$ cat config.mk
export PLATFORM = sky130hd
export DESIGN_NAME = usart_char
export DESIGN_NICKNAME = d
export VERILOG_FILES = /design/src/design/usart_pkg.sv /design/src/design/idle_timer.sv /design/src/design/usart_char.sv
export SDC_FILE = /design/constraint.sdc
export NUM_CORES = 1
export LEC_CHECK = 0
export BUFFER_PORTS_ARGS = -buffer_cell sky130_fd_sc_hd__buf_2
export CORE_UTILIZATION = 60
export DETAILED_ROUTE_END_ITERATION = 8
export GPL_ROUTABILITY_DRIVEN = 0
export MAX_ROUTING_LAYER = met4
export PLACE_DENSITY_LB_ADDON = 0.2
export SLEW_MARGIN = 20
export SYNTH_ARGS = -nofsm -noshare
export SYNTH_HDL_FRONTEND = slang
export SYNTH_HIERARCHICAL = 1
export SYNTH_SLANG_ARGS = --single-unit
$ cat constraint.sdc
create_clock -name sys_clk -period 5 [get_ports sys_clk]
set_input_delay 0.25 -clock sys_clk [delete_from_list [all_inputs] [get_ports sys_clk]]
set_output_delay 0.25 -clock sys_clk [all_outputs]
set_load 0.02 [all_outputs]
$ cat src/design/usart_pkg.sv
// shared constants and state types for the serial character block
package usart_pkg;
	// register byte offsets
	localparam logic [7:0] CTRL_OFS   = 8'h00;
	localparam logic [7:0] MODE_OFS   = 8'h04;
	localparam logic [7:0] IRQ_EN_OFS = 8'h08;
	localparam logic [7:0] STATUS_OFS = 8'h14;
	localparam logic [7:0] RXH_OFS    = 8'h18;
	localparam logic [7:0] TXH_OFS    = 8'h1c;
	localparam logic [7:0] LIMIT_OFS  = 8'h24;
	localparam logic [7:0] GUARD_OFS  = 8'h28;
	// control register command bits
	localparam int CLR_STATUS_POS  = 8;
	localparam int ARM_IDLE_POS    = 11;
	localparam int RELOAD_IDLE_POS = 15;
	localparam int ADDR_MARK_POS   = 19;
	// mode register fields
	localparam int CHAR_LENGTH_FIELD_LSB    = 6;
	localparam int CLOCKED_POS = 8;
	localparam int KIND_LSB    = 9;
	localparam int MSB_FIRST_BIT_POS    = 16;
	localparam int NINE_POS    = 17;
	// status register bits
	localparam int ST_RX_CHAR_READY  = 0;
	localparam int ST_TXFREE = 1;
	localparam int ST_OVR    = 5;
	localparam int ST_PERR   = 7;
	localparam int ST_TOUT   = 8;
	localparam int ST_TXIDLE = 9;
	// check bit kinds, 4 and 5 both mean none, 6 and 7 multidrop
	localparam logic [2:0] KIND_EVEN  = 3'h0;
	localparam logic [2:0] KIND_ODD   = 3'h1;
	localparam logic [2:0] KIND_SPACE = 3'h2;
	localparam logic [2:0] KIND_MARK  = 3'h3;
	localparam logic [1:0] KIND_NONE_HI  = 2'h2;
	localparam logic [1:0] KIND_MDROP_HI = 2'h3;
	// reset values
	localparam logic [17:0] MODE_RST  = 18'h00000;
	localparam logic [15:0] LIMIT_RST = 16'h0000;
	localparam logic [7:0]  GUARD_RST = 8'h00;
	// data bits for a zero length field, and the nine bit length
	localparam logic [3:0] BASE_BITS = 4'h5;
	localparam logic [3:0] NINE_BITS = 4'h9;

	typedef enum logic [1:0] {RX_IDLE, RX_DATA, RX_PAR, RX_STOP} rx_state_t;
	typedef enum logic [2:0] {
		TX_IDLE, TX_DATA, TX_PAR, TX_STOP, TX_GUARD
	} tx_state_t;
endpackage : usart_pkg

$ cat src/design/idle_timer.sv
// receive idle countdown with arm and reload commands
`timescale 1ns/10ps
module idle_timer #(
	parameter int WIDTH = 16
) (
	input  wire logic             sys_clk,
	input  wire logic             rst,
	input  wire logic             tick,
	input  wire logic             char_done,
	input  wire logic             arm_cmd,
	input  wire logic             reload_cmd,
	input  wire logic [WIDTH-1:0] limit,
	output logic                  timed_out
);
	localparam logic [WIDTH-1:0] ONE = WIDTH'(1);
	logic [WIDTH-1:0] count;
	logic             running;
	logic             expire;

	assign expire = tick && running && (count == ONE) && (limit != '0);

	// countdown, reloaded by characters and the reload command
	always_ff @(posedge sys_clk or posedge rst) begin
		if (rst) begin
			count <= '0;
			running <= 1'b0;
		end else if (limit == '0) begin
			running <= 1'b0;
		end else if (char_done || reload_cmd) begin
			count <= limit;
			running <= 1'b1;
		end else if (arm_cmd) begin
			running <= 1'b0;
		end else if (tick && running) begin
			count <= count - ONE;
			if (count == ONE)
				running <= 1'b0;
		end
	end

	// sticky flag, expiry wins over a same-cycle clear
	always_ff @(posedge sys_clk or posedge rst) begin
		if (rst)
			timed_out <= 1'b0;
		else if (limit == '0)
			timed_out <= 1'b0;
		else if (expire)
			timed_out <= 1'b1;
		else if (arm_cmd || reload_cmd)
			timed_out <= 1'b0;
	end
endmodule : idle_timer

$ cat src/design/usart_char.sv
// serial character engine: clocked receive, parity, guard time, idle timer
//
// Our own choices: the register offsets and strobed register access.
`timescale 1ns/10ps
module usart_char
	import usart_pkg::*;
#(
	parameter int LIMIT_W = 16
) (
	input  wire logic        sys_clk,
	input  wire logic        rst,
	input  wire logic [7:0]  addr,
	input  wire logic [31:0] wdata,
	input  wire logic        wr,
	input  wire logic        rd,
	output logic      [31:0] rdata,
	input  wire logic        bit_clk,
	input  wire logic        rxd,
	output logic             txd,
	output logic             irq
);
	logic [17:0]        mode_reg;
	logic [7:0]         guard_time_reg;
	logic [LIMIT_W-1:0] rx_idle_limit_reg;
	logic               irq_enable;
	logic [8:0]         rx_holding_reg;
	logic [8:0]         tx_holding_reg;
	logic               rx_char_ready;
	logic               overrun_flag;
	logic               check_bit_error_flag;
	logic               timed_out;
	logic               bit_clk_meta;
	logic               bit_clk_sync;
	logic               bit_clk_last;
	logic               rxd_meta;
	logic               rxd_sync;
	logic               tick;
	rx_state_t          rx_state;
	logic [3:0]         rx_cnt;
	logic [8:0]         rx_shift;
	logic               rx_par_bit;
	logic               rx_done;
	tx_state_t          tx_state;
	logic [3:0]         tx_cnt;
	logic [8:0]         tx_shift;
	logic               tx_addr_bit;
	logic [7:0]         guard_cnt;
	logic               hold_full;
	logic               hold_addr;
	logic               addr_pending;
	logic               tx_holding_free;
	logic               tx_all_idle;
	logic [2:0]         check_bit_kind_field;
	logic [1:0]         char_length_field;
	logic               clocked_mode;
	logic               msb_first_bit;
	logic               nine_bit_option;
	logic               par_used;
	logic [3:0]         char_bits;
	logic [3:0]         tx_idx;
	logic               ctrl_wr;
	logic               clear_status_cmd;
	logic               arm_idle_counter_cmd;
	logic               reload_idle_counter_cmd;
	logic               address_mark_cmd;
	logic               thr_wr;
	logic               rhr_rd;

	// mode fields, shared by both directions except clocked_mode, which only the receiver uses
	assign check_bit_kind_field = mode_reg[KIND_LSB+:3];
	assign char_length_field    = mode_reg[CHAR_LENGTH_FIELD_LSB+:2];
	assign clocked_mode         = mode_reg[CLOCKED_POS];
	assign msb_first_bit        = mode_reg[MSB_FIRST_BIT_POS];
	assign nine_bit_option      = mode_reg[NINE_POS];
	assign par_used  = check_bit_kind_field[2:1] != KIND_NONE_HI;
	assign char_bits = nine_bit_option ? NINE_BITS
		: BASE_BITS + {2'b00, char_length_field};

	// bus decode and control commands
	assign ctrl_wr = wr && (addr == CTRL_OFS);
	assign clear_status_cmd        = ctrl_wr && wdata[CLR_STATUS_POS];
	assign arm_idle_counter_cmd    = ctrl_wr && wdata[ARM_IDLE_POS];
	assign reload_idle_counter_cmd = ctrl_wr && wdata[RELOAD_IDLE_POS];
	assign address_mark_cmd        = ctrl_wr && wdata[ADDR_MARK_POS];
	assign thr_wr = wr && (addr == TXH_OFS);
	assign rhr_rd = rd && (addr == RXH_OFS);

	// expected check bit for even, odd, space and mark
	function automatic logic par_value(input logic [2:0] kind,
			input logic ones, input logic addr_bit);
		case (kind)
			KIND_EVEN:  par_value = ones;
			KIND_ODD:   par_value = ~ones;
			KIND_SPACE: par_value = 1'b0;
			KIND_MARK:  par_value = 1'b1;
			default:    par_value = addr_bit;
		endcase
	endfunction : par_value

	// receive check: mismatch, or a high bit in multidrop
	function automatic logic par_bad(input logic [2:0] kind,
			input logic ones, input logic pbit);
		if (kind[2:1] == KIND_NONE_HI)
			par_bad = 1'b0;
		else if (kind[2:1] == KIND_MDROP_HI)
			par_bad = pbit;
		else
			par_bad = pbit != par_value(kind, ones, 1'b0);
	endfunction : par_bad

	// two-stage synchronisers, then a bit clock rising edge
	always_ff @(posedge sys_clk or posedge rst) begin
		if (rst) begin
			bit_clk_meta <= 1'b0;
			bit_clk_sync <= 1'b0;
			bit_clk_last <= 1'b0;
			rxd_meta <= 1'b1;
			rxd_sync <= 1'b1;
		end else begin
			bit_clk_meta <= bit_clk;
			bit_clk_sync <= bit_clk_meta;
			bit_clk_last <= bit_clk_sync;
			rxd_meta <= rxd;
			rxd_sync <= rxd_meta;
		end
	end
	assign tick = bit_clk_sync && !bit_clk_last;

	// software written configuration
	always_ff @(posedge sys_clk or posedge rst) begin
		if (rst) begin
			mode_reg <= MODE_RST;
			guard_time_reg <= GUARD_RST;
			rx_idle_limit_reg <= LIMIT_RST;
			irq_enable <= 1'b0;
		end else if (wr) begin
			case (addr)
				MODE_OFS:   mode_reg <= wdata[17:0];
				GUARD_OFS:  guard_time_reg <= wdata[7:0];
				LIMIT_OFS:  rx_idle_limit_reg <= wdata[LIMIT_W-1:0];
				IRQ_EN_OFS: irq_enable <= wdata[0];
				default:    ;
			endcase
		end
	end

	// clocked receiver sequencing
	always_ff @(posedge sys_clk or posedge rst) begin
		if (rst) begin
			rx_state <= RX_IDLE;
			rx_cnt <= 4'h0;
			rx_shift <= 9'h000;
			rx_par_bit <= 1'b0;
		end else if (tick) begin
			case (rx_state)
				RX_IDLE: begin
					if (clocked_mode && !rxd_sync) begin
						rx_state <= RX_DATA;
						rx_cnt <= 4'h0;
						rx_shift <= 9'h000;
					end
				end
				RX_DATA: begin
					if (msb_first_bit)
						rx_shift <= {rx_shift[7:0], rxd_sync};
					else
						rx_shift[rx_cnt] <= rxd_sync;
					rx_cnt <= rx_cnt + 4'h1;
					if (rx_cnt == char_bits - 4'h1)
						rx_state <= par_used ? RX_PAR : RX_STOP;
				end
				RX_PAR: begin
					rx_par_bit <= rxd_sync;
					rx_state <= RX_STOP;
				end
				RX_STOP:  rx_state <= RX_IDLE;
				default:  rx_state <= RX_IDLE;
			endcase
		end
	end
	assign rx_done = tick && (rx_state == RX_STOP);

	// holding register and receive status, set beats clear
	always_ff @(posedge sys_clk or posedge rst) begin
		if (rst) begin
			rx_holding_reg <= 9'h000;
			rx_char_ready <= 1'b0;
			overrun_flag <= 1'b0;
			check_bit_error_flag <= 1'b0;
		end else begin
			if (rx_done) begin
				rx_holding_reg <= rx_shift;
				rx_char_ready <= 1'b1;
			end else if (rhr_rd)
				rx_char_ready <= 1'b0;
			if (rx_done && rx_char_ready)
				overrun_flag <= 1'b1;
			else if (clear_status_cmd)
				overrun_flag <= 1'b0;
			if (rx_done && par_bad(check_bit_kind_field, ^rx_shift,
					rx_par_bit))
				check_bit_error_flag <= 1'b1;
			else if (clear_status_cmd)
				check_bit_error_flag <= 1'b0;
		end
	end

	// transmit holding register with address marking
	always_ff @(posedge sys_clk or posedge rst) begin
		if (rst) begin
			tx_holding_reg <= 9'h000;
			hold_full <= 1'b0;
			hold_addr <= 1'b0;
			addr_pending <= 1'b0;
		end else begin
			if (thr_wr && !hold_full) begin
				tx_holding_reg <= wdata[8:0];
				hold_full <= 1'b1;
				hold_addr <= addr_pending;
				addr_pending <= 1'b0;
			end else if (address_mark_cmd)
				addr_pending <= 1'b1;
			if (tick && tx_state == TX_IDLE && hold_full)
				hold_full <= 1'b0;
		end
	end

	assign tx_idx = msb_first_bit ? char_bits - 4'h1 - tx_cnt : tx_cnt;

	// transmitter: start, data, check bit, stop, guard gap
	always_ff @(posedge sys_clk or posedge rst) begin
		if (rst) begin
			tx_state <= TX_IDLE;
			tx_cnt <= 4'h0;
			tx_shift <= 9'h000;
			tx_addr_bit <= 1'b0;
			guard_cnt <= 8'h00;
			txd <= 1'b1;
		end else if (tick) begin
			case (tx_state)
				TX_IDLE: begin
					txd <= 1'b1;
					if (hold_full) begin
						txd <= 1'b0;
						tx_shift <= tx_holding_reg & ~(9'h1ff << char_bits);
						tx_addr_bit <= hold_addr;
						tx_cnt <= 4'h0;
						tx_state <= TX_DATA;
					end
				end
				TX_DATA: begin
					txd <= tx_shift[tx_idx];
					tx_cnt <= tx_cnt + 4'h1;
					if (tx_cnt == char_bits - 4'h1)
						tx_state <= par_used ? TX_PAR : TX_STOP;
				end
				TX_PAR: begin
					txd <= par_value(check_bit_kind_field, ^tx_shift,
						tx_addr_bit);
					tx_state <= TX_STOP;
				end
				TX_STOP: begin
					txd <= 1'b1;
					guard_cnt <= guard_time_reg;
					tx_state <= guard_time_reg == 8'h00 ? TX_IDLE
						: TX_GUARD;
				end
				TX_GUARD: begin
					txd <= 1'b1;
					guard_cnt <= guard_cnt - 8'h01;
					if (guard_cnt == 8'h01)
						tx_state <= TX_IDLE;
				end
				default: tx_state <= TX_IDLE;
			endcase
		end
	end
	assign tx_holding_free = !hold_full;
	assign tx_all_idle = tx_state == TX_IDLE && !hold_full;

	idle_timer #(
		.WIDTH(LIMIT_W)
	) u_idle_timer (
		.sys_clk   (sys_clk),
		.rst       (rst),
		.tick      (tick),
		.char_done (rx_done),
		.arm_cmd   (arm_idle_counter_cmd),
		.reload_cmd(reload_idle_counter_cmd),
		.limit     (rx_idle_limit_reg),
		.timed_out (timed_out)
	);

	// interrupt request from the enabled time-out flag
	always_ff @(posedge sys_clk or posedge rst) begin
		if (rst)
			irq <= 1'b0;
		else
			irq <= timed_out && irq_enable;
	end

	// read data, valid only in the cycle after the strobe
	always_ff @(posedge sys_clk or posedge rst) begin
		if (rst)
			rdata <= 32'h00000000;
		else if (rd) begin
			rdata <= 32'h00000000;
			case (addr)
				MODE_OFS:   rdata[17:0] <= mode_reg;
				IRQ_EN_OFS: rdata[0] <= irq_enable;
				GUARD_OFS:  rdata[7:0] <= guard_time_reg;
				LIMIT_OFS:  rdata[LIMIT_W-1:0] <= rx_idle_limit_reg;
				RXH_OFS:    rdata[8:0] <= rx_holding_reg;
				STATUS_OFS: begin
					rdata[ST_RX_CHAR_READY] <= rx_char_ready;
					rdata[ST_TXFREE] <= tx_holding_free;
					rdata[ST_OVR] <= overrun_flag;
					rdata[ST_PERR] <= check_bit_error_flag;
					rdata[ST_TOUT] <= timed_out;
					rdata[ST_TXIDLE] <= tx_all_idle;
				end
				default: ;
			endcase
		end else
			rdata <= 32'h00000000;
	end
endmodule : usart_char

; Word-level counts from Yosys, hierarchy flattened
; Index checks and enable logic that the tools add are counted.
[word_totals]
register_bits = 165
input_bits = 46
output_inout_bits = 34
[op_classes]
n_addsub = 7
magnitude_cmp = 3
eq_ne = 31
shifts = 1
muxes = 64
bitwise_logic = 5
n_reduce_logical = 63
[ops]
columns = op, count
row1 = 2-to-1 mux 16 bit, 3
row2 = 2-to-1 mux 1 bit, 26
row3 = equality test 8 x 5 -> 1 bit (second input constant), 3
row4 = logical AND 1 bit, 21
row5 = 2-to-1 mux 18 bit, 1
row6 = 2-to-1 mux 9 bit, 2
row7 = one-hot mux 9 bit (2 select lines), 1
row8 = nonzero test 2 bit, 9
row9 = parity 9 bit, 2
row10 = equality test 16 x 1 -> 1 bit (second input constant), 1
row11 = equality test 8 x 6 -> 1 bit (second input constant), 2
row12 = logical NOT 16 bit, 1
row13 = logical NOT 8 bit, 2
row14 = 2-to-1 mux 4 bit, 4
row15 = one-hot mux 1 bit (4 select lines), 4
row16 = one-hot mux 4 bit (2 select lines), 2
row17 = one-hot mux 8 bit (2 select lines), 1
row18 = AND reduction 2 bit, 8
row19 = nonzero test 16 bit, 1
row20 = subtractor 16 x 1 -> 16 bit (second input constant), 1
row21 = one-hot mux 1 bit (5 select lines), 3
row22 = one-hot mux 3 bit (5 select lines), 1
row23 = AND reduction 3 bit, 5
row24 = != test 2 bit (second input constant), 7
row25 = 39 further kinds, 63

; Longest topological paths before layout
; Gate-level depths: netlist of the first run.
[logic_depth]
ltp_word = 10
mapped_depth = 12
ltp_nobuf = 12

; Hierarchy
; Netlist of the first run, hierarchy kept.
[modules_own_cells]
columns = module, n_inst, cells_each, area_each_um2, seq_area_each_um2
row1 = usart_char, 1, 641, 6884.1, 3331.9
row2 = idle_timer, 1, 139, 1243.7, 450.4

; Worst setup path after synthesis of the first run
; No wires, ideal clock.
[synth_path]
kind = register to register
from = register mode_reg[6]
to = register txd
setup_ns = 0.078
arrival_time_ns = 2.869
required_time_ns = 4.922
setup_slack_ns = 2.053
stages_incl_launch_ff = 12
n_path_buf = 0
path_cell_list = dfrtp_1 -> ha_1 -> nand2b_1 -> inv_1 -> ha_1 -> fa_1 -> xnor2_1 -> mux2_2 -> mux4_1 -> mux2i_1 -> or4_4 -> a41oi_2
[synth_via]
elab_chain_len = 8
[synth_rtl]
columns = element, line_no
row1 = from (decl), usart_char.sv:22  ; logic [17:0] mode_reg;
row2 = from (signal assigned), usart_char.sv:138  ; MODE_OFS: mode_reg <= wdata[17:0];
row3 = adder 3 x 2 -> 4 bit, usart_char.sv:77  ; : BASE_BITS + {2'b00, char_length_field};
row4 = 2-to-1 mux 4 bit, usart_char.sv:76  ; assign char_bits = nine_bit_option ? NINE_BITS
row5 = subtractor 4 x 1 -> 4 bit, usart_char.sv:228  ; assign tx_idx = msb_first_bit ? char_bits - 4'h1 - tx_cnt : tx_cnt;
row6 = subtractor 4 bit, usart_char.sv:228
row7 = 2-to-1 mux 4 bit, usart_char.sv:228
row8 = binary-select mux 1 bit (select 4 bit), usart_char.sv:252  ; txd <= tx_shift[tx_idx];
row9 = 2-to-1 mux 1 bit (implied by the code), usart_char.sv:252
row10 = one-hot mux 1 bit (4 select lines), usart_char.sv:240  ; case (tx_state)
row11 = to (signal assigned), usart_char.sv:252
row12 = to (signal assigned), usart_char.sv:258  ; txd <= par_value(check_bit_kind_field, ^tx_shift,
row13 = to (decl), usart_char.sv:19  ; output logic txd,
; Every way passes these cells. The select of a mux whose other input is x is not followed.
; A chain may end at the register's enable or synchronous reset.

; Worst setup path after layout of the first run
; Same ends and word-level chain as after synthesis.

==> impl_metrics.yaml, run 1 <==
status:
  status: "finished, final reports clean"
synth:
  ys_seq_area_share_pct: 46.5
  ys.flop_type: "dfrtp_1"
  syn_inst: 780
  async_flop_share_pct: 100
  yosys_warnings: 6
  synth_edf_count: 0
  synth_area_um2: 8130
  yosysUniqueCellTypes: 80
  ys_ff_latch: 151
  syn_avg_cell_area_um2: 10.4
finish:
  drive_gt1_share_pct: 21.6
  n_fill_cell: 1010
  stdcell_count: 1001
  diodes: 0
  finalCoreUtilization_pct: 68.0
  area_growth_pct: 10.8
  layout_common_cells: "148 x dfrtp_1, 77 x nand2_1, 64 x mux2_2, 53 x o21ai_0, 52 x buf_2"
  final_nets: 878
  final_common_cell: "dfrtp_1"
sta:
  rsz0062_at_grt: "false"
  setup_viol: 0
  hold_viol_final: 0
  clock_skew_ns: 0.00689
  fmax_mhz: 312
  finalCritPeriodShare_pct: 64.1
  timing.final.ws_setup_ns: 1.79
  maxSlewViolCount: 0
  worst_slew_pin_slew_ns: 0.909
  final.setup.tns_ns: 0
  relSlewSlack_pct: 39.4
  fin_crit_ns: 3.21
pwr:
  power_density_nw_per_um2: 423
  ir_worst_vdd_mv: 0.308
  p_leak_nw: 4.21
global_route:
  grt_remaining_overflow: 0
  first_global_vias: 6076
  grt_start_max_net_pins: 71
  grt_pass1_wl_um: 31400
  antenna_found_initial: 0
  grt_usage_pct: 29.9
detailed_routing:
  ant_nets: 0
  vias_per_cell: 6.31
  wl_per_cell_um: 19.6
  vias: 6315
  drtIter0Drc: 655
  drtPass1Iterations: 6
  routed_wl_um: 19700
  drc: 0
worst_setup_path:
  slowest_delay_ns: 0.52
  cp-start-kind: "register"
  cp.arrival_ns: 3.56
  cp.required_ns: 5.35
  crit_path_end_kind: "register"
  crit_top_cell: "ha_1"
  cp_slowest_cell: "or4_4"
  worstPathCellList: "ha_1 -> nand2b_1 -> inv_1 -> ha_1 -> fa_1 -> xnor2_1 -> mux2_2 -> mux4_1 -> mux2i_1 -> or4_4 -> a41oi_2"
  crit_path_max_fanout: 5
  crit_type: "reg -> reg"
die:
  die_w_um: 118
  die_area_um2: 14000
  io_pins: 80
  num_rows: 42
  start_util_pct: 61.4
  core_um2: 13200
  die_y_um: 118
clock_network:
  clock_sinks: 151
  cts_buffer_depth: 2
  cts_root_buffer: "clkbuf_16"
  clkSlewWorstSetupHoldPaths_ns: 0.07
  cts_buffers: 17
  post_cts_resized: 0
  tritoncts: "done"
  cts_setup_buffers: 0
  insertion_delay_ns: 0.43
  h-tree-depth: 4
flow_run:
  max_cap_violations: 0
placement:
  dpl.hpwl_um: 13700
  placed_cells: 966
  port-buffer-count: 52
  dp_worst_setup_slack_ns: 1.62
min_path:
  hp-class: "in -> reg"
Yosys cell counts (4+ instances only):
library cell  instances  area share (%)
inv_1                25             1.2
a31oi_1               5            0.38
a32oi_1               6            0.65
buf_4                18             1.7
nand2b_1             13             1.0
nand3_1              16            0.99
buf_2                 7            0.43
ha_1                 19             2.9
dfrtp_1             148              46
nor4_1                9            0.69
mux2_2               64             8.9
a22oi_1              22             2.0
nand2_1              77             3.6
or3_1                 6            0.46
nor2_1               33             1.5
o21ai_0              53             3.3
a21oi_1              34             2.1
xor2_1                6            0.65
o2bb2ai_1             9            0.97
clkbuf_1             30             1.4
o31ai_1               6            0.55
nor2b_1              22             1.7
nor3_1               14            0.86
mux2i_1               8            0.99
a22o_1               18             1.9
a222oi_1              4            0.49
o211ai_1              6            0.55
and2_1                6            0.46
xnor2_1              11             1.2
power breakdown:
part,switching [mW],internal (mW),total (mW)
Combinational,0.560,0.403,0.963
Sequential,0.198,1.36,1.56
Clock,0.544,0.747,1.29
Total,1.30,2.51,3.81
metal layers:
layer / wire length [um] / GRT usage (%)
met4: 209 / 8.78
met1: 8720 / 40.2
met3: 1160 / 5.60
met2: 9560 / 46.5
met5: 0 / -
repair_timing:
item,4_1_cts,5_1_grt
hold buffers,3,0
endpoints found under the setup margin,0,0
endpoints found under the hold margin,80,0
worst max-delay path: cells and delay by family (launching register included):
kind	cells	cell delay, ns
multiplexers	3	0.60
flip-flops	1	0.43
AND/OR/NAND/NOR	2	0.63
XOR/XNOR	1	0.17
adder cells (fa/ha/maj)	3	1.11
AO/OA/AOI/OAI	1	0.14
buffers and inverters	1	0.05
path summary, 6_finish.rpt:
check	cells past startpoint	end	slack [ns]	startpoint
setup / recovery	11	txd	1.79	mode_reg[6]
hold / removal	2	mode_reg[16]	0.07	wdata[16]
setup reg to reg	11	txd	1.79	mode_reg[6]
hold reg to reg	0	bit_clk_sync	0.35	bit_clk_meta
max in group asynchronous	4	overrun_flag	3.25	rst
min in group asynchronous	3	rx_idle_limit_reg[5]	0.48	rst
layout make-up:
type                            instances  area [um^2]  share of cell area (%)
Clock buffer                           17          425                    4.72
Sequential cell                       151         3780                    42.0
Tap cell                              176          220                    2.45
Timing Repair Buffer                   59          320                    3.56
Inverter                               25         98.8                    1.10
Clock inverter                         15          166                    1.85
Multi-Input combinational cell        558         3990                    44.3
per-stage QoR:
stage               hold WS [ns]  area (um^2)  power (mW)
floorplan                  0.189         8180        2.29
global placement           0.333         8380        2.45
detailed placement         0.339         8380        2.51
CTS                       0.0574         9000        3.81
global route              0.0503         9000        4.00
finish                    0.0678         9000        3.81
kinds of logic after synthesis:
logic type	synth area share, %
adders and majority gates	3.17
other	0.0461
DFF	46.5
muxes	10.8
and+or+nand+nor	15.2
AOI/OAI and AO/OA	16.6
buffers and inverters	5.00
xor gates and xnor gates	2.66
No activity file was read; power rests on OpenSTA's default activity.
==> run 2, diff against run 1 <==
==> constraint.sdc (replaced) <==
create_clock -name sys_clk -period 3.3 [get_ports sys_clk]
set_input_delay 0.165 -clock sys_clk [delete_from_list [all_inputs] [get_ports sys_clk]]
set_output_delay 0.165 -clock sys_clk [all_outputs]
set_load 0.02 [all_outputs]
==> impl_metrics.yaml, run 2 (synthesis results as in run 1) <==
sta:
  fmax_mhz: 320
  hold_viol_final: 0
  finalCritPeriodShare_pct: 94.8
  relSlewSlack_pct: 41.4
  maxSlewViolCount: 0
  rsz0062_at_grt: "false"
  worst_slew_pin_slew_ns: 0.874
  fin_crit_ns: 3.13
  final.setup.tns_ns: 0
  timing.final.ws_setup_ns: 0.172
  setup_viol: 0
  clock_skew_ns: 0.00679
finish:
  final_area_um2: 9160
  area_growth_pct: 12.7
  finalCoreUtilization_pct: 69.2
  final_common_cell: "dfrtp_1"
  layout_common_cells: "148 x dfrtp_1, 77 x nand2_1, 64 x mux2_2, 53 x o21ai_0, 52 x buf_2"
  diodes: 0
  final_nets: 888
  drive_gt1_share_pct: 21.9
clock_network:
  h-tree-depth: 4
  clkSlewWorstSetupHoldPaths_ns: 0.06
  cts_buffers: 17
  cts_root_buffer: "clkbuf_16"
  cts_buffer_depth: 2
  tritoncts: "done"
  clock_sinks: 151
  insertion_delay_ns: 0.43
pwr:
  power.share.combinational_pct: 24.8
  pwr-share-clk_pct: 35.5
  switchingPower_mw: 1.91
  ir_worst_vdd_mv: 0.453
  p_leak_nw: 4.28
  internal_power_mw: 4.04
  sw_frac_of_total_pct: 32.1
  power_density_nw_per_um2: 649
  p_seq_share_pct: 39.7
  fin_total_pwr_mw: 5.94
worst_setup_path:
  crit_path_start: "mode_reg[6]"
  cp.required_ns: 3.65
  cp_slowest_cell: "or4_4"
  crit_path_max_fanout: 5
  timing.rr.start: "mode_reg[6]"
  r2r_slack_ns: 0.17
  reg2reg_depth: 11
  r2r-end: "txd"
  crit_path_end_kind: "register"
  cp.arrival_ns: 3.48
  slowest_delay_ns: 0.52
  crit_top_cell: "ha_1"
  crit_type: "reg -> reg"
  worstPathCellList: "ha_1 -> nand2b_1 -> inv_1 -> ha_1 -> fa_1 -> xnor2_1 -> mux2_2 -> mux4_1 -> mux2i_1 -> or4_4 -> a41oi_2"
  cp-start-kind: "register"
min_path:
  min_path_cells: 3
  hp-class: "in -> reg"
  whs_endpoint: "tx_holding_reg[1]"
  hp-start: "wdata[1]"
detailed_routing:
  drc: 0
  drtIter0Drc: 644
  vias: 6378
  routed_wl_um: 19900
  ant_nets: 0
  drtPass1Iterations: 5
  vias_per_cell: 6.31
  wl_per_cell_um: 19.7
placement:
  dp_worst_setup_slack_ns: 0.0437
  postPlaceCellArea_um2: 8430
  port-buffer-count: 52
  dpl.hpwl_um: 13900
die:
  num_rows: 42
  die_y_um: 118
  start_util_pct: 61.4
  io_pins: 80
  core_um2: 13200
  die_w_um: 118
  die_area_um2: 14000
status:
  status: "finished, final reports clean"
global_route:
  grt_usage_pct: 30.7
  grt_pass1_wl_um: 32100
  first_global_vias: 6206
  grt_start_max_net_pins: 108
  antenna_found_initial: 0
  grt_remaining_overflow: 0
flow_run:
  max_cap_violations: 0
[run 2: metrics by stage]
| step | cells | hold slack, ns |
|---|---|---|
| after floorplan | 793 | 0.104 |
| after global placement | 971 | 0.271 |
| after detailed placement | 971 | 0.277 |
| after CTS | 1010 | 0.00316 |
| after global routing | 1010 | 0.00826 |
| final | 1010 | 0.00929 |
[run 2: cell type report]
cell class                      count  area (um^2)
Tap cell                          176          220
Multi-Input combinational cell    558         4000
Clock inverter                     13          203
Timing Repair Buffer               69          420
Inverter                           25         97.6
Sequential cell                   151         3780
Fill cell                         971         4080
Clock buffer                       18          439
[run 2: power by group through the flow]
stage          clock network (mW)  registers, mW  logic (mW)
6_report                     2.11           2.36        1.47
5_1_grt                      2.21           2.39        1.63
4_1_cts                      2.12           2.35        1.46
3_5_place_dp                    0           2.38        1.43
3_3_place_gp                    0           2.36        1.37
2_1_floorplan                   0           2.26        1.22
[run 2: metal layers]
| metal | global-route usage (%) | routed length, um | up-vias |
|---|---|---|---|
| met3 | 6.95 | 1330 | 31 |
| li1 | - | - | 2887 |
| met2 | 46.5 | 9460 | 282 |
| met4 | 9.57 | 402 | 0 |
| met5 | - | 0 | - |
| met1 | 41.3 | 8670 | 3178 |
[run 2: worst max-delay path by stage]
stage	slack, ns	to	cells after the start
floorplan	0.35	txd	11
global placement	0.19	u_idle_timer/count[0]	8
detailed placement	0.04	u_idle_timer/count[0]	8
CTS	0.15	txd	11
global route	0.01	txd	11
finish	0.17	txd	11
[run 2: timing repair]
action / 4_1_cts / 5_1_grt
setup buffers: 0 / 0
resized for setup: 0 / 1
setup endpoints to repair: 0 / 1
hold buffers: 8 / 0
endpoints found under the hold margin: 55 / 0
[run 2: critical path, delay by kind of cell (launching register included)]
family / cells / cell delay [ns]
adders and majority gates: 3 / 1.09
DFF: 1 / 0.42
xor gates and xnor gates: 1 / 0.16
muxes: 3 / 0.59
buffers and inverters: 1 / 0.05
AOI/OAI and AO/OA: 1 / 0.14
and+or+nand+nor: 2 / 0.62
==> run 3, diff against run 2 <==
--- a/config.mk
+++ b/config.mk
@@ -5,9 +5,9 @@
 export SDC_FILE = /design/constraint.sdc
 export NUM_CORES = 1
 export LEC_CHECK = 0
-export BUFFER_PORTS_ARGS = -buffer_cell sky130_fd_sc_hd__buf_2
-export CORE_UTILIZATION = 60
+export CORE_UTILIZATION = 64
 export DETAILED_ROUTE_END_ITERATION = 8
+export DONT_BUFFER_PORTS = 1
 export GPL_ROUTABILITY_DRIVEN = 0
 export MAX_ROUTING_LAYER = met4
 export PLACE_DENSITY_LB_ADDON = 0.2
==> impl_metrics.yaml, run 3 (synthesis results as in run 1) <==
worst_setup_path:
  cp.arrival_ns: 3.50
  crit_path_max_fanout: 9
  crit_path_end_kind: "register"
  crit_type: "reg -> reg"
  cp.required_ns: 3.65
  cp-start-kind: "register"
global_route:
  grt_start_max_net_pins: 134
  first_global_vias: 6284
  antenna_found_initial: 1
  grt_remaining_overflow: 0
  grt_usage_pct: 35.1
  grt_pass1_wl_um: 33600
finish:
  final_nets: 853
  layout_common_cells: "147 x dfrtp_1, 77 x nand2_1, 64 x mux2_2, 53 x o21ai_0, 34 x a21oi_1"
  stdcell_count: 968
  drive_gt1_share_pct: 17.0
  final_area_um2: 9020
  final_common_cell: "dfrtp_1"
  area_growth_pct: 11.0
detailed_routing:
  ant_nets: 0
  top_layer_used: "met4"
  vias: 6421
  drc: 0
  wl_met1_um: 8480
  wl_met3_um: 1630
  drtPass1Iterations: 5
  wl_per_cell_um: 21.3
  routed_wl_um: 20600
  drtIter0Drc: 737
  vias_per_cell: 6.63
  dr_wl_met2_um: 9960
sta:
  fin_crit_ns: 3.15
  final.setup.tns_ns: 0
  fmax_mhz: 318
  rsz0062_at_grt: "false"
  finalCritPeriodShare_pct: 95.3
  worst_slew_pin_slew_ns: 0.903
  clock_skew_ns: 0.0110
  hold_viol_final: 0
  maxSlewViolCount: 0
  relSlewSlack_pct: 39.4
  setup_viol: 0
die:
  die_area_um2: 13200
  start_util_pct: 66.6
  num_rows: 40
  die_y_um: 115
  die_w_um: 115
  io_pins: 80
  core_um2: 12200
placement:
  port-buffer-count: 0
  dpl.hpwl_um: 14100
  postPlaceCellArea_um2: 8170
  placed_cells: 912
clock_network:
  cts_buffers: 17
  insertion_delay_ns: 0.44
  cts_root_buffer: "clkbuf_16"
  h-tree-depth: 4
  cts_buffer_depth: 2
  clkSlewWorstSetupHoldPaths_ns: 0.07
  tritoncts: "done"
  clock_sinks: 151
status:
  status: "finished, final reports clean"
pwr:
  ir_worst_vdd_mv: 0.471
  power_density_nw_per_um2: 642
  p_leak_nw: 4.09
  fin_total_pwr_mw: 5.80
flow_run:
  max_cap_violations: 0
min_path:
  hp-class: "in -> reg"
run 3: worst paths after layout:
path / slack [ns] / start / endpoint / cells past startpoint
hold reg to reg: 0.35 / bit_clk_meta / bit_clk_sync / 0
hold / removal: 0.03 / addr[4] / irq_enable / 3
min in group asynchronous: 0.36 / rst / u_idle_timer/count[6] / 2
setup / recovery: 0.15 / mode_reg[17] / txd / 11
max in group asynchronous: 2.33 / rst / rx_holding_reg[0] / 3
setup reg to reg: 0.15 / mode_reg[17] / txd / 11
run 3: what timing repair did:
| action | 4_1_cts | 5_1_grt |
|---|---|---|
| setup buffers | 0 | 1 |
| endpoints found under the setup margin | 0 | 1 |
| hold buffers | 23 | 0 |
| gates resized for setup | 0 | 5 |
| hold endpoints to repair | 221 | 0 |
run 3: per-layer routing:
metal | track usage (%) | vias to the layer above
met5 | - | -
met4 | 11.6 | 0
met3 | 8.89 | 63
met2 | 54.5 | 330
met1 | 45.1 | 3201
li1 | - | 2827
run 3: metrics by stage:
step	hold WS, ns	setup WS [ns]	utilization, %
global placement	0.170	0.253	66.9
floorplan	0.104	0.353	-
global route	0.0231	0.00149	73.9
CTS	0.0154	0.0480	73.6
detailed placement	0.170	0.0621	66.9
finish	0.0259	0.154	73.9
run 3: area by class of cell:
class	instances	area, um^2
Inverter	25	97.6
Tap cell	168	210
Sequential cell	151	3780
Antenna cell	1	2.50
Clock buffer	23	508
Clock inverter	8	85.1
Timing Repair Buffer	34	325
Fill cell	838	3190
Multi-Input combinational cell	558	4010
run 3: power breakdown:
part / leakage, nW / internal [mW] / switching (mW) / total (mW)
sequential: 2.04 / 2.06 / 0.310 / 2.37
clock: 0.289 / 1.16 / 0.789 / 1.95
combinational: 1.76 / 0.624 / 0.853 / 1.48
run 3: critical path: stages (launching register included):
cell and delay [ns]:
dfrtp_2 0.46, nand2b_2 0.24, inv_1 0.13, ha_2 0.24, xor2_2 0.22, ha_1 0.31
xnor2_1 0.15, mux2_2 0.29, mux4_1 0.24, mux2i_1 0.09, or4_4 0.53, a41oi_2 0.16
